### config.mk
export PLATFORM = sky130hd
export DESIGN_NAME = uepset_top
export DESIGN_NICKNAME = d
export VERILOG_FILES = /design/src/hdl/uepset_pkg.sv /design/src/hdl/uepset_slot.sv /design/src/hdl/uepset_top.sv
export VERILOG_INCLUDE_DIRS = /design/src /design/src/hdl
export SDC_FILE = /design/constraint.sdc
export NUM_CORES = 1
export LEC_CHECK = 0
export ABC_CLOCK_PERIOD_IN_PS = 5500
export BUFFER_PORTS_ARGS = -buffer_cell sky130_fd_sc_hd__buf_2
export CAP_MARGIN = 25
export CELL_PAD_IN_SITES_DETAIL_PLACEMENT = 2
export CELL_PAD_IN_SITES_GLOBAL_PLACEMENT = 2
export CORE_MARGIN = 2
export CORE_UTILIZATION = 30
export DETAILED_ROUTE_END_ITERATION = 7
export PLACE_DENSITY_LB_ADDON = 0.3
export SLEW_MARGIN = 40
export SYNTH_ARGS = -nofsm -noshare
export SYNTH_HDL_FRONTEND = slang
export SYNTH_SLANG_ARGS = --single-unit
### constraint.sdc
create_clock -name clock_i -period 5.5 [get_ports clock_i]
set_input_delay 0.275 -clock clock_i [delete_from_list [all_inputs] [get_ports clock_i]]
set_output_delay 0.275 -clock clock_i [all_outputs]
set_load 0.01 [all_outputs]
### src/hdl/uepset_params.svh
// Register offsets, field positions, reset values and list of behaviours for endpoint setup.
// Assumes an 8-bit register port with one-cycle read latency.
// Function
// RQ1: One control endpoint and five general endpoints, each bulk, interrupt or isochronous.
// RQ2: Alarm enables present up to fifteen IN and fifteen OUT endpoints.
// RQ3: Tokens to endpoints not active in the five slots get NAK and a flag.
// RQ4: Control endpoint shares one register set and area; firmware sets direction.
// RQ5: Firmware sets control max packet to 8, 16, 32 or 64, high speed 64.
// RQ6: Control endpoint area must exceed its max packet size.
// RQ7: Program area, clear it, then join; no data moves before join.
// RQ8: Firmware joins the control endpoint to area zero.
// RQ9: Each general endpoint has its own direction select bit.
// RQ10: Bulk max packet 8 to 64 at full speed, 512 at high speed.
// RQ11: Each general endpoint has a number 0x1 to 0xF matched against tokens.
// RQ12: Toggle mode bit is zero for bulk and OUT interrupt endpoints.
// RQ13: Isochronous bit is one for isochronous, zero for bulk or interrupt.
// RQ14: General endpoint area must be at least its max packet size.
// RQ15: Endpoint k binds only to area k; unused endpoints cannot be joined.
// RQ16: Firmware programs setup at init and on interface change.
// RQ17: Setup functions act only while device role is selected.
// RQ18: Enabled endpoint with unjoined area answers NAK.
// RQ19: Reset clears all joins and disables all general endpoints.
`ifndef UEPSET_PARAMS_SVH
`define UEPSET_PARAMS_SVH
`define UEPSET_ROLE        8'h00
`define UEPSET_CTRL_MPS    8'h01
`define UEPSET_CTRL_DIR    8'h02
`define UEPSET_ALARM_IN_L  8'h04
`define UEPSET_ALARM_IN_H  8'h05
`define UEPSET_ALARM_OUT_L 8'h06
`define UEPSET_ALARM_OUT_H 8'h07
`define UEPSET_NAK_STAT    8'h08
`define UEPSET_CTRL_BASE   8'h40
`define UEPSET_EP_BASE     8'h10
`define UEPSET_EP_STRIDE   4'h8
`define UEPSET_CFG         3'h0
`define UEPSET_MPS_H       3'h1
`define UEPSET_MPS_L       3'h2
`define UEPSET_ST_H        3'h3
`define UEPSET_ST_L        3'h4
`define UEPSET_END_H       3'h5
`define UEPSET_END_L       3'h6
`define UEPSET_JOIN        3'h7
`define UEPSET_CFG_DIR     7
`define UEPSET_CFG_EN      6
`define UEPSET_CFG_TOG     5
`define UEPSET_CFG_ISO     4
`define UEPSET_CTRL_MPS_RST 8'h40
`endif

### src/hdl/uepset_pkg.sv
// Types shared by the endpoint setup block.
// Assumes nothing beyond the tool.
package uepset_pkg;
  typedef enum logic [1:0] {
    UEPSET_ANS_NONE = 2'b00,
    UEPSET_ANS_GO   = 2'b01,
    UEPSET_ANS_NAK  = 2'b10
  } uepset_ans_t;
endpackage

### src/hdl/uepset_slot.sv
// One general endpoint slot: configuration, area bounds and area binding.
// Assumes the parent decodes writes and a synchronous active-high reset.
`timescale 1ns/1ps
`include "uepset_params.svh"
module uepset_slot (
  input  wire logic       clock_i,
  input  wire logic       rst_i,
  input  wire logic       we_i,
  input  wire logic [2:0] reg_i,
  input  wire logic [7:0] wdata_i,
  input  wire logic       clear_i,
  input  wire logic [2:0] rreg_i,
  output logic      [7:0] rdata_o,
  output logic            enabled_o,
  output logic            in_dir_o,
  output logic      [3:0] number_o,
  output logic            joined_o
);
  logic [7:0] cfg_q, mps_h_q, mps_l_q, st_h_q, st_l_q, end_h_q, end_l_q;
  logic       join_q;
  logic       cleared_q;
  always_ff @(posedge clock_i) begin
    if (rst_i) begin
      cfg_q     <= 8'h00; // RQ19
      mps_h_q   <= 8'h00;
      mps_l_q   <= 8'h00;
      st_h_q    <= 8'h00;
      st_l_q    <= 8'h00;
      end_h_q   <= 8'h00;
      end_l_q   <= 8'h00;
      join_q    <= 1'b0; // RQ19
      cleared_q <= 1'b0;
    end else begin
      if (we_i && reg_i == `UEPSET_CFG) cfg_q <= wdata_i; // RQ9
      if (we_i && reg_i == `UEPSET_MPS_H) mps_h_q <= wdata_i;
      if (we_i && reg_i == `UEPSET_MPS_L) mps_l_q <= wdata_i;
      if (we_i && reg_i == `UEPSET_ST_H) st_h_q <= wdata_i;
      if (we_i && reg_i == `UEPSET_ST_L) st_l_q <= wdata_i;
      if (we_i && reg_i == `UEPSET_END_H) end_h_q <= wdata_i;
      if (we_i && reg_i == `UEPSET_END_L) end_l_q <= wdata_i;
      // Moving the area bounds forces a fresh clear before the next join.
      if (we_i && reg_i >= `UEPSET_ST_H && reg_i <= `UEPSET_END_L) begin
        cleared_q <= 1'b0; // RQ7
        join_q    <= 1'b0;
      end else if (clear_i) begin
        cleared_q <= 1'b1; // RQ7
      end
      if (we_i && reg_i == `UEPSET_JOIN) begin
        join_q <= wdata_i[0] & cfg_q[`UEPSET_CFG_EN] & (clear_i | cleared_q); // RQ15
      end else if (!cfg_q[`UEPSET_CFG_EN]) begin
        join_q <= 1'b0; // RQ15
      end
    end
  end
  assign enabled_o = cfg_q[`UEPSET_CFG_EN];
  assign in_dir_o  = cfg_q[`UEPSET_CFG_DIR];
  assign number_o  = cfg_q[3:0];
  assign joined_o  = join_q;
  always_comb begin
    unique case (rreg_i)
      `UEPSET_CFG:   rdata_o = cfg_q;
      `UEPSET_MPS_H: rdata_o = mps_h_q;
      `UEPSET_MPS_L: rdata_o = mps_l_q;
      `UEPSET_ST_H:  rdata_o = st_h_q;
      `UEPSET_ST_L:  rdata_o = st_l_q;
      `UEPSET_END_H: rdata_o = end_h_q;
      `UEPSET_END_L: rdata_o = end_l_q;
      `UEPSET_JOIN:  rdata_o = {6'h00, cleared_q, join_q};
    endcase
  end
endmodule

### src/hdl/uepset_top.sv
// Endpoint setup and area binding for the device side of a USB controller.
// Assumes the transaction engine presents one token per cycle as a pulse.
`timescale 1ns/1ps
`include "uepset_params.svh"
module uepset_top #(
  parameter int NUM_EP = 5
) (
  input  wire logic                 clock_i,
  input  wire logic                 rst_i,
  input  wire logic [7:0]           addr_i,
  input  wire logic [7:0]           wdata_i,
  input  wire logic                 write_i,
  input  wire logic                 read_i,
  output logic      [7:0]           rdata_o,
  input  wire logic                 token_i,
  input  wire logic [3:0]           token_ep_i,
  input  wire logic                 token_in_i,
  output logic                      ans_go_o,
  output logic                      ans_nak_o,
  output logic      [2:0]           ans_slot_o,
  output logic                      ctrl_in_dir_o,
  output logic                      ctrl_joined_o,
  output logic      [NUM_EP-1:0]    area_clear_o,
  output logic                      alarm_o
);
  import uepset_pkg::*;
  logic       role_device_q;
  logic [7:0] ctrl_mps_q;
  logic       ctrl_dir_q;
  logic [7:0] c_st_h_q, c_st_l_q, c_end_h_q, c_end_l_q;
  logic       c_join_q, c_cleared_q;
  logic [15:0] alarm_in_q, alarm_out_q;
  logic [7:0] nak_stat_q;
  logic [7:0] rdata_q;
  uepset_ans_t ans_q;
  logic [2:0] slot_q;
  logic [NUM_EP-1:0] clr_q;
  logic       alarm_q;
  wire        dev_mode = role_device_q; // RQ17
  wire        wr_dev = write_i & dev_mode;
  wire        in_ep_win = addr_i >= `UEPSET_EP_BASE;
  wire [7:0]  ep_off = addr_i - `UEPSET_EP_BASE;
  wire [4:0]  ep_sel = ep_off[7:3];
  wire [2:0]  ep_reg = ep_off[2:0];
  wire        ctrl_win = addr_i >= `UEPSET_CTRL_BASE && addr_i < `UEPSET_CTRL_BASE + 8'h08;
  wire [NUM_EP-1:0] en_w, dir_w, join_w, hit_w;
  wire [3:0]  num_w [NUM_EP];
  wire [7:0]  rd_w [NUM_EP];
  genvar g;
  generate
    for (g = 0; g < NUM_EP; g++) begin : g_ep
      wire sel = in_ep_win && !ctrl_win && ep_sel == 5'(g + 1);
      uepset_slot u_slot (
        .clock_i   (clock_i),
        .rst_i     (rst_i),
        .we_i      (wr_dev & sel),
        .reg_i     (ep_reg),
        .wdata_i   (wdata_i),
        .clear_i   (wr_dev & sel & ep_reg == `UEPSET_JOIN & wdata_i[1]),
        .rreg_i    (ep_reg),
        .rdata_o   (rd_w[g]),
        .enabled_o (en_w[g]),
        .in_dir_o  (dir_w[g]),
        .number_o  (num_w[g]),
        .joined_o  (join_w[g])
      );
      // Token matching against each active slot's number and direction.
      assign hit_w[g] = en_w[g] && num_w[g] == token_ep_i && dir_w[g] == token_in_i; // RQ11
    end
  endgenerate
  // Control window for area zero sits above the last slot, so no slot loses its window.
  wire [2:0] c_reg = addr_i[2:0];
  wire       c_wr = wr_dev & ctrl_win;
  wire       c_clr = c_wr & c_reg == `UEPSET_JOIN & wdata_i[1];
  // Priority encoder picks the lowest matching slot.
  logic [2:0] hit_idx;
  logic       hit_any;
  always_comb begin
    hit_idx = 3'h0;
    hit_any = 1'b0;
    for (int i = NUM_EP - 1; i >= 0; i--) begin
      if (hit_w[i]) begin
        hit_idx = 3'(i + 1);
        hit_any = 1'b1;
      end
    end
  end
  wire [2:0] hit_slot = hit_idx - 3'h1;
  wire       hit_joined = hit_any && join_w[hit_slot];
  wire       is_ctrl = token_ep_i == 4'h0;
  wire       alarm_en = token_in_i ? alarm_in_q[token_ep_i] : alarm_out_q[token_ep_i];
  // A token to endpoint zero only moves data once area zero is joined.
  wire       go_w = dev_mode && token_i && (is_ctrl ? c_join_q : hit_joined); // RQ7
  wire       nak_w = dev_mode && token_i && !go_w; // RQ3
  wire       alarm_w = nak_w && !is_ctrl && !hit_any; // RQ3
  wire       nak_join_w = nak_w && (is_ctrl || hit_any); // RQ18
  // Sticky status: bit0 unjoined NAK, bit1 alarm on enabled alarm endpoint, bit2 alarm.
  wire [7:0] nak_set = {5'h00, alarm_w, alarm_w & alarm_en, nak_join_w};
  wire       nak_clr_w = wr_dev && addr_i == `UEPSET_NAK_STAT;
  wire [7:0] nak_d = (nak_clr_w ? (nak_stat_q & ~wdata_i) : nak_stat_q) | nak_set;
  logic [7:0] rd_mux;
  always_comb begin
    rd_mux = 8'h00;
    if (addr_i == `UEPSET_ROLE) begin
      rd_mux = {7'h00, role_device_q};
    end else if (!dev_mode) begin
      rd_mux = 8'h00; // RQ17
    end else if (ctrl_win) begin
      unique case (c_reg)
        `UEPSET_ST_H:  rd_mux = c_st_h_q;
        `UEPSET_ST_L:  rd_mux = c_st_l_q;
        `UEPSET_END_H: rd_mux = c_end_h_q;
        `UEPSET_END_L: rd_mux = c_end_l_q;
        `UEPSET_JOIN:  rd_mux = {6'h00, c_cleared_q, c_join_q};
        default:       rd_mux = 8'h00;
      endcase
    end else if (in_ep_win && ep_sel >= 5'h01 && ep_sel <= 5'(NUM_EP)) begin
      rd_mux = rd_w[3'(ep_sel - 5'h01)];
    end else begin
      unique case (addr_i)
        `UEPSET_CTRL_MPS:   rd_mux = ctrl_mps_q;
        `UEPSET_CTRL_DIR:   rd_mux = {7'h00, ctrl_dir_q};
        `UEPSET_ALARM_IN_L: rd_mux = alarm_in_q[7:0];
        `UEPSET_ALARM_IN_H: rd_mux = alarm_in_q[15:8];
        `UEPSET_ALARM_OUT_L: rd_mux = alarm_out_q[7:0];
        `UEPSET_ALARM_OUT_H: rd_mux = alarm_out_q[15:8];
        `UEPSET_NAK_STAT:   rd_mux = nak_stat_q;
        default:            rd_mux = 8'h00;
      endcase
    end
  end
  always_ff @(posedge clock_i) begin
    if (rst_i) begin
      role_device_q <= 1'b0;
      ctrl_mps_q    <= `UEPSET_CTRL_MPS_RST;
      ctrl_dir_q    <= 1'b0;
      alarm_in_q    <= 16'h0000;
      alarm_out_q   <= 16'h0000;
      nak_stat_q    <= 8'h00;
      rdata_q       <= 8'h00;
    end else begin
      if (write_i && addr_i == `UEPSET_ROLE) role_device_q <= wdata_i[0];
      if (wr_dev && addr_i == `UEPSET_CTRL_MPS) ctrl_mps_q <= wdata_i;
      if (wr_dev && addr_i == `UEPSET_CTRL_DIR) ctrl_dir_q <= wdata_i[0]; // RQ4
      // Endpoint zero of the alarm set is the control pipe and stays off.
      if (wr_dev && addr_i == `UEPSET_ALARM_IN_L) alarm_in_q[7:0] <= {wdata_i[7:1], 1'b0}; // RQ2
      if (wr_dev && addr_i == `UEPSET_ALARM_IN_H) alarm_in_q[15:8] <= wdata_i; // RQ2
      if (wr_dev && addr_i == `UEPSET_ALARM_OUT_L) alarm_out_q[7:0] <= {wdata_i[7:1], 1'b0};
      if (wr_dev && addr_i == `UEPSET_ALARM_OUT_H) alarm_out_q[15:8] <= wdata_i;
      nak_stat_q <= nak_d; // RQ3
      rdata_q <= read_i ? rd_mux : 8'h00;
    end
  end
  always_ff @(posedge clock_i) begin
    if (rst_i) begin
      c_st_h_q    <= 8'h00;
      c_st_l_q    <= 8'h00;
      c_end_h_q   <= 8'h00;
      c_end_l_q   <= 8'h00;
      c_join_q    <= 1'b0; // RQ19
      c_cleared_q <= 1'b0;
    end else begin
      if (c_wr && c_reg == `UEPSET_ST_H) c_st_h_q <= wdata_i;
      if (c_wr && c_reg == `UEPSET_ST_L) c_st_l_q <= wdata_i;
      if (c_wr && c_reg == `UEPSET_END_H) c_end_h_q <= wdata_i;
      if (c_wr && c_reg == `UEPSET_END_L) c_end_l_q <= wdata_i;
      if (c_wr && c_reg >= `UEPSET_ST_H && c_reg <= `UEPSET_END_L) begin
        c_cleared_q <= 1'b0; // RQ7
        c_join_q    <= 1'b0;
      end else if (c_clr) begin
        c_cleared_q <= 1'b1;
      end
      if (c_wr && c_reg == `UEPSET_JOIN) c_join_q <= wdata_i[0] & (c_clr | c_cleared_q); // RQ7
    end
  end
  always_ff @(posedge clock_i) begin
    if (rst_i) begin
      ans_q   <= UEPSET_ANS_NONE;
      slot_q  <= 3'h0;
      clr_q   <= '0;
      alarm_q <= 1'b0;
    end else begin
      ans_q   <= go_w ? UEPSET_ANS_GO : (nak_w ? UEPSET_ANS_NAK : UEPSET_ANS_NONE); // RQ1
      slot_q  <= (token_i && !is_ctrl) ? hit_idx : 3'h0;
      for (int i = 0; i < NUM_EP; i++) begin
        clr_q[i] <= wr_dev && in_ep_win && !ctrl_win && ep_sel == 5'(i + 1)
                    && ep_reg == `UEPSET_JOIN && wdata_i[1];
      end
      alarm_q <= alarm_w;
    end
  end
  assign rdata_o       = rdata_q;
  assign ans_go_o      = ans_q == UEPSET_ANS_GO;
  assign ans_nak_o     = ans_q == UEPSET_ANS_NAK;
  assign ans_slot_o    = slot_q;
  assign ctrl_in_dir_o = ctrl_dir_q;
  assign ctrl_joined_o = c_join_q;
  assign area_clear_o  = clr_q;
  assign alarm_o       = alarm_q;
endmodule

Word-level counts from Yosys, hierarchy flattened --
Cells that the tools add are included.
Storage, ports and cells: input port bits 26, logic and storage cells 346, bits in registers 391, output and inout bits 21
Operators by class: muxes and demuxes 52, bitwise gates (word level) 44, $add $sub $neg 3, $lt $le $gt $ge 12, eq/ne operators 41, reductions and logical operators 128
Operators with widths (number):
- $pmux W8 S8 | 5
- $logic_and A1 B1 Y1 | 109
- $pmux W8 S7 | 1
- $mux W8 | 5
- $pmux W8 S5 | 1
- $eq A8 B3 Y1 const B | 4
- $and A1 B1 Y1 | 31
- $mux W1 | 30
- $bmux W8 S3 | 1
- $eq A3 B3 Y1 const B | 8
- $eq A4 B4 Y1 | 5
- $reduce_or A2 Y1 | 9
- $mux W3 | 5
- $ne A3 B3 Y1 const B | 5
- $eq A5 B2 Y1 const B | 2
- $eq A5 B3 Y1 const B | 2
- $eq A3 B2 Y1 const B | 3
- $and A8 B8 Y8 | 1
- $bmux W1 S4 | 2
- $eq A8 B1 Y1 const B | 1
- $eq A8 B2 Y1 const B | 1
- $eq A8 B4 Y1 const B | 1
- $ge A8 B5 Y1 const B | 1
- $ge A8 B7 Y1 const B | 1
- other kinds (29) | 46

Longest topological paths before layout --
depth in word-level cells 20, mapped depth 12, gate-level depth less buffers 11

Hierarchy --
From an unflattened synthesis, not the netlist that was laid out.
Unflattened totals: cell total of the unflattened synthesis 2308, area total of the unflattened synthesis 19273.5 um2
Modules (own cells, without submodules):
- uepset_slot | cells an instance 333, seq. area each 1161.1 um2, times used 5, area each 2723.9 um2
- uepset_top | cells an instance 643, seq. area each 2021.9 um2, times used 1, area each 5654.2 um2

Least setup slack after synthesis --
No wires, ideal clock.
path type input-to-reg, from in addr_i[3], to reg rdata_q[0] (netlist: rdata_o[0]), setup slack 3106 ps, arrival 2279 ps, buffers on the path 2, cell stages on the path 11, setup time 115 ps, required time 5385 ps, cell sequence buf_2 -> inv_2 -> clkbuf_1 -> ha_1 -> xor2_1 -> nor3_1 -> o21ai_0 -> o32ai_1 -> a41oi_1 -> o221ai_1 -> and3_1
Between the ends: word-level cells in the longest chain between the ends 10, elaborated cells between the ends (all ways) 27, classes of those cells 2 x add/sub; 5 x order compare; 7 x eq/ne; 8 x mux; 1 x bitwise; 4 x reduce/logical
RTL lines:
- start: declaration | line uepset_top.sv:10 | input wire logic [7:0] addr_i,
- $sub A8 B5 Y8 (no source line)
- $sub A3 B1 Y3 | line uepset_top.sv:118 | rd_mux = rd_w[3'(ep_sel - 5'h01)];
- $not A3 Y4 (not written as such) | line uepset_top.sv:118
- $bmux W8 S3 | line uepset_top.sv:118
- $mux W8 (not written as such) (2 in series) | line uepset_top.sv:118
- $mux W8 | line uepset_top.sv:117 | end else if (in_ep_win && ep_sel >= 5'h01 && ep_sel <= 5'(NUM_EP)) begin
- $mux W8 | line uepset_top.sv:108 | end else if (ctrl_win) begin
- $mux W1 | line uepset_top.sv:106 | end else if (!dev_mode) begin
- $mux W1 * | line uepset_top.sv:104 | if (addr_i == `UEPSET_ROLE) begin
- end signal: assignment | line uepset_top.sv:151 | rdata_q <= read_i ? rd_mux : 8'h00;
- end: declaration | line uepset_top.sv:34 | logic [7:0] rdata_q;
Mark *: on every way between the ends. The rest lies on a longest branch, timed or not. The select of a mux whose other input is x is not followed. A chain may end at the register's enable or synchronous reset.

Worst setup path after layout --
from reg role_device_q (netlist: dev_mode), to reg g_ep[2].u_slot.st_l_q[2]
Between the ends: word-level cells in the longest chain between the ends 3
RTL lines:
- start: declaration | line uepset_top.sv:27 | logic role_device_q;
- start signal: assignment | line uepset_top.sv:142 | if (write_i && addr_i == `UEPSET_ROLE) role_device_q <= wdata_i[0];
- $and A1 B1 Y1 | line uepset_top.sv:40 | wire wr_dev = write_i & dev_mode;
- $and A1 B1 Y1 | line uepset_top.sv:56 | .we_i (wr_dev & sel),
- $logic_and A1 B1 Y1 (no source line)
- end signal: assignment | line uepset_slot.sv:38 | if (we_i && reg_i == `UEPSET_ST_L) st_l_q <= wdata_i;
- end: declaration | line uepset_slot.sv:19 | logic [7:0] cfg_q, mps_h_q, mps_l_q, st_h_q, st_l_q, end_h_q, end_l_q;
Every way passes these cells.

==> flow_metrics.py <==
metrics = {
    "timing": {
        "slew_violations": 0,
        "finalCritPeriodShare_pct": 56.8,
        "hold_viol_final": 0,
        "max_slew.worst_pin.slew_ns": 0.903,
        "period_needed_ns": 3.13,
        "clock_skew_ns": 0.00902,
        "grt_setup_unrepaired": "no",
        "setup_viol": 0,
        "fin_tns_setup_ns": 0,
        "slew_headroom_pct": 39.8,
        "timing.fmax_ghz": 0.320,
    },
    "drt": {
        "wl_per_cell_um": 27.3,
        "viasPerCell": 5.94,
        "firstDrtPassIters": 5,
        "route.detailed.drc": 0,
        "wl_um": 85100,
        "drt_iter0_markers": 1325,
        "vias": 18500,
        "ant_nets": 0,
    },
    "grt": {
        "grt_pass1_vias": 19500,
        "grt_antenna_before_repair": 0,
        "grtUsageTotal_pct": 26.5,
        "grt-ovfl-total": 0,
        "grt_max_degree": 93,
        "grt_pass1_wl_um": 128000,
    },
    "die": {
        "start_util_pct": 30.4,
        "die_w_um": 252,
        "io_pins": 47,
        "core_um2": 60500,
        "design.die.area_um2": 63300,
        "fp-row-count": 90,
        "die_h_um": 252,
    },
    "yosys": {
        "synthesis.nets": 2419,
        "synthFlopType": "dfxtp_1",
        "ys_types": 68,
        "syn_inst": 2383,
        "syn_area_um2": 18400,
        "ys_seq_elements": 391,
        "seq_area_frac_synth_pct": 42.6,
        "yosys_warnings": 0,
        "avgSynthCellArea_um2": 7.72,
        "synth-edff-count": 0,
        "async_reset_ff_share_pct": 0,
    },
    "setup_path": {
        "critPathArrivalTime_ns": 3.64,
        "endpoint": "g_ep[2].u_slot.st_l_q[2]$_SDFFE_PP0P_",
        "rr_worst_depth": 7,
        "start_kind": "flop",
        "required_ns": 6.02,
        "rr_endpoint": "g_ep[2].u_slot.st_l_q[2]$_SDFFE_PP0P_",
        "reg2reg_from": "dev_mode$_SDFFE_PP0P_",
        "end_kind": "flop",
        "path_max_fanout": 24,
        "worstSetupPathType": "flop to flop",
        "regToRegSetupSlack_ns": 2.37,
        "crit_start": "dev_mode$_SDFFE_PP0P_",
    },
    "clock_tree": {
        "clock-root-buffer": "clkbuf_16",
        "cts_inserted_buffers": 47,
        "post_cts_buffers": 0,
        "ctsHoldBuffers": 0,
        "clkLatencyLatePin_ns": 0.59,
        "htree_levels": 2,
        "path_clk_slew_ns": 0.06,
        "cts.repair.resized": 0,
        "clock_sinks": 391,
        "cts_tree": "built",
        "cts.path.max_buffers": 3,
    },
    "min_path": {
        "hold_class": "primary input to flop",
    },
    "final_layout": {
        "syn2layout_area_growth_pct": 12.3,
        "fillers": 6913,
        "drive_above_1_share_pct": 11.0,
        "antennaDiodeCount": 0,
        "final_nets": 2337,
        "final_area_um2": 20600,
    },
    "placement": {
        "place_area_um2": 19100,
        "port_buffers": 46,
        "gp_congestion": 0.879,
        "dp_hpwl_um": 54400,
    },
    "pwr": {
        "ir_drop_uv": 173,
        "p_per_area_nw_per_um2": 311,
        "p_leak_nw": 6.63,
    },
    "outcome": {
        "status": "finished clean",
    },
    "job": {
        "drv_cap": 0,
    },
}
-- layout by cell type (no fill, tap or decap), types with 12 or more instances in the layout --
cell       instances
a21oi_1          421
a221oi_1          15
a22o_1            21
a22oi_1           27
a31oi_1           13
and3_1            14
buf_2             41
buf_4             43
clkbuf_16         49
clkbuf_8          14
dfxtp_1          391
inv_1             15
mux2_2            19
mux2i_1           48
mux4_2            12
nand2_1          448
nand3_1           18
nor2_1            72
nor2_2            34
o21ai_0          376
o221ai_1          15
o22ai_1           14
xor2_1            23
-- final cells by class --
type	instances	area [um^2]	share of cell area [%]
clock buffers	71	1450	7.02
clock inverters	10	56.3	0.273
inverters	17	63.8	0.309
multi-input cells	1750	9610	46.5
flip-flops and latches	391	7830	37.9
well taps	782	978	4.74
repair buffers	94	662	3.21
-- routing by layer --
| metal | GRT usage (%) | up-vias | share of wire (%) |
|---|---|---|---|
| li1 | - | 8245 | - |
| met5 | 0 | - | 0 |
| met2 | 44.5 | 496 | 47 |
| met1 | 35.3 | 9605 | 44 |
| met4 | 8.64 | 0 | 3.3 |
| met3 | 3.28 | 165 | 5.0 |
-- synth_stat cells, drive strengths merged (19+ instances only) --
cell / instances / share of area (%)
mux2: 19 / 1.2
a22o: 21 / 1.0
nand3: 21 / 0.57
buf: 49 / 1.6
a22oi: 27 / 1.1
o21ai: 379 / 10
a21oi: 423 / 12
dfxtp: 391 / 43
xor2: 23 / 1.1
nand2: 456 / 9.3
clkbuf: 176 / 3.6
mux2i: 48 / 2.6
nor2: 106 / 2.6
-- power by group --
part	total [mW]	switching (mW)	leakage [nW]	internal [mW]
combinational	0.471	0.376	2.74	0.0945
clock	3.11	1.31	0.750	1.80
sequential	2.83	0.0000369	3.15	2.83
total	6.41	1.68	6.63	4.73
-- sequential cells by signal (all words and copies together), names as in the netlist, 3 cells and up --
name                   flops
g_ep.u_slot.end_l_q       40
g_ep.u_slot.cleared_q      5
c_st_h_q                   8
rdata_o                    8
c_st_l_q                   8
g_ep.u_slot.st_l_q        40
ctrl_mps_q                 8
c_end_l_q                  8
area_clear_o               5
c_end_h_q                  8
g_ep.u_slot.mps_h_q       40
g_ep.u_slot.mps_l_q       40
g_ep.u_slot.st_h_q        40
ans_slot_o                 3
nak_stat_q                 8
g_ep.u_slot.end_h_q       40
alarm_in_q                15
g_ep.u_slot.joined_o       5
g_ep.u_slot.cfg_q         40
alarm_out_q               15
-- worst min-delay path by stage --
stage                     slack, ns                          to                  startpoint  depth (start not counted)
after floorplan                0.41  nak_stat_q[3]$_SDFFE_PP0P_  nak_stat_q[3]$_SDFFE_PP0P_                          2
after global placement         0.42  nak_stat_q[3]$_SDFFE_PP0P_  nak_stat_q[3]$_SDFFE_PP0P_                          2
after detailed placement       0.43  nak_stat_q[3]$_SDFFE_PP0P_  nak_stat_q[3]$_SDFFE_PP0P_                          2
after CTS                      0.08       dev_mode$_SDFFE_PP0P_                     write_i                          4
after global routing           0.12       dev_mode$_SDFFE_PP0P_                     write_i                          4
final                           0.1       dev_mode$_SDFFE_PP0P_                     write_i                          4
-- through the flow --
stage	setup WS (ns)	hold WS [ns]	std cells	util [%]	power, mW
after global routing	2.18	0.118	3115	34.1	6.59
after CTS	2.40	0.0825	3115	34.1	6.44
after detailed placement	1.87	0.429	3034	31.6	3.35
after global placement	2.07	0.419	3033	31.6	3.34
after floorplan	3.11	0.412	2383	-	3.16
final	2.37	0.0988	3115	34.1	6.41
-- kinds of logic after synthesis --
| logic type | count (synthesis) | synth area share, % |
|---|---|---|
| AO/OA/AOI/OAI | 975 | 29.5 |
| XOR/XNOR | 29 | 1.38 |
| adder cells (fa/ha/maj) | 10 | 0.680 |
| buffers and inverters | 242 | 5.52 |
| flip-flops | 391 | 42.6 |
| multiplexers | 79 | 5.25 |
| AND/OR/NAND/NOR | 657 | 15.2 |
-- critical path, cell delays in order, from the launching register on --
cell and delay, ns:
dfxtp_1 0.52, nand2_1 0.25, a21oi_2 0.43, nand3_2 0.66, buf_4 0.48, nor2_2 0.39
nand2_1 0.13, a21oi_1 0.16
No activity file was read; power rests on OpenSTA's default activity.
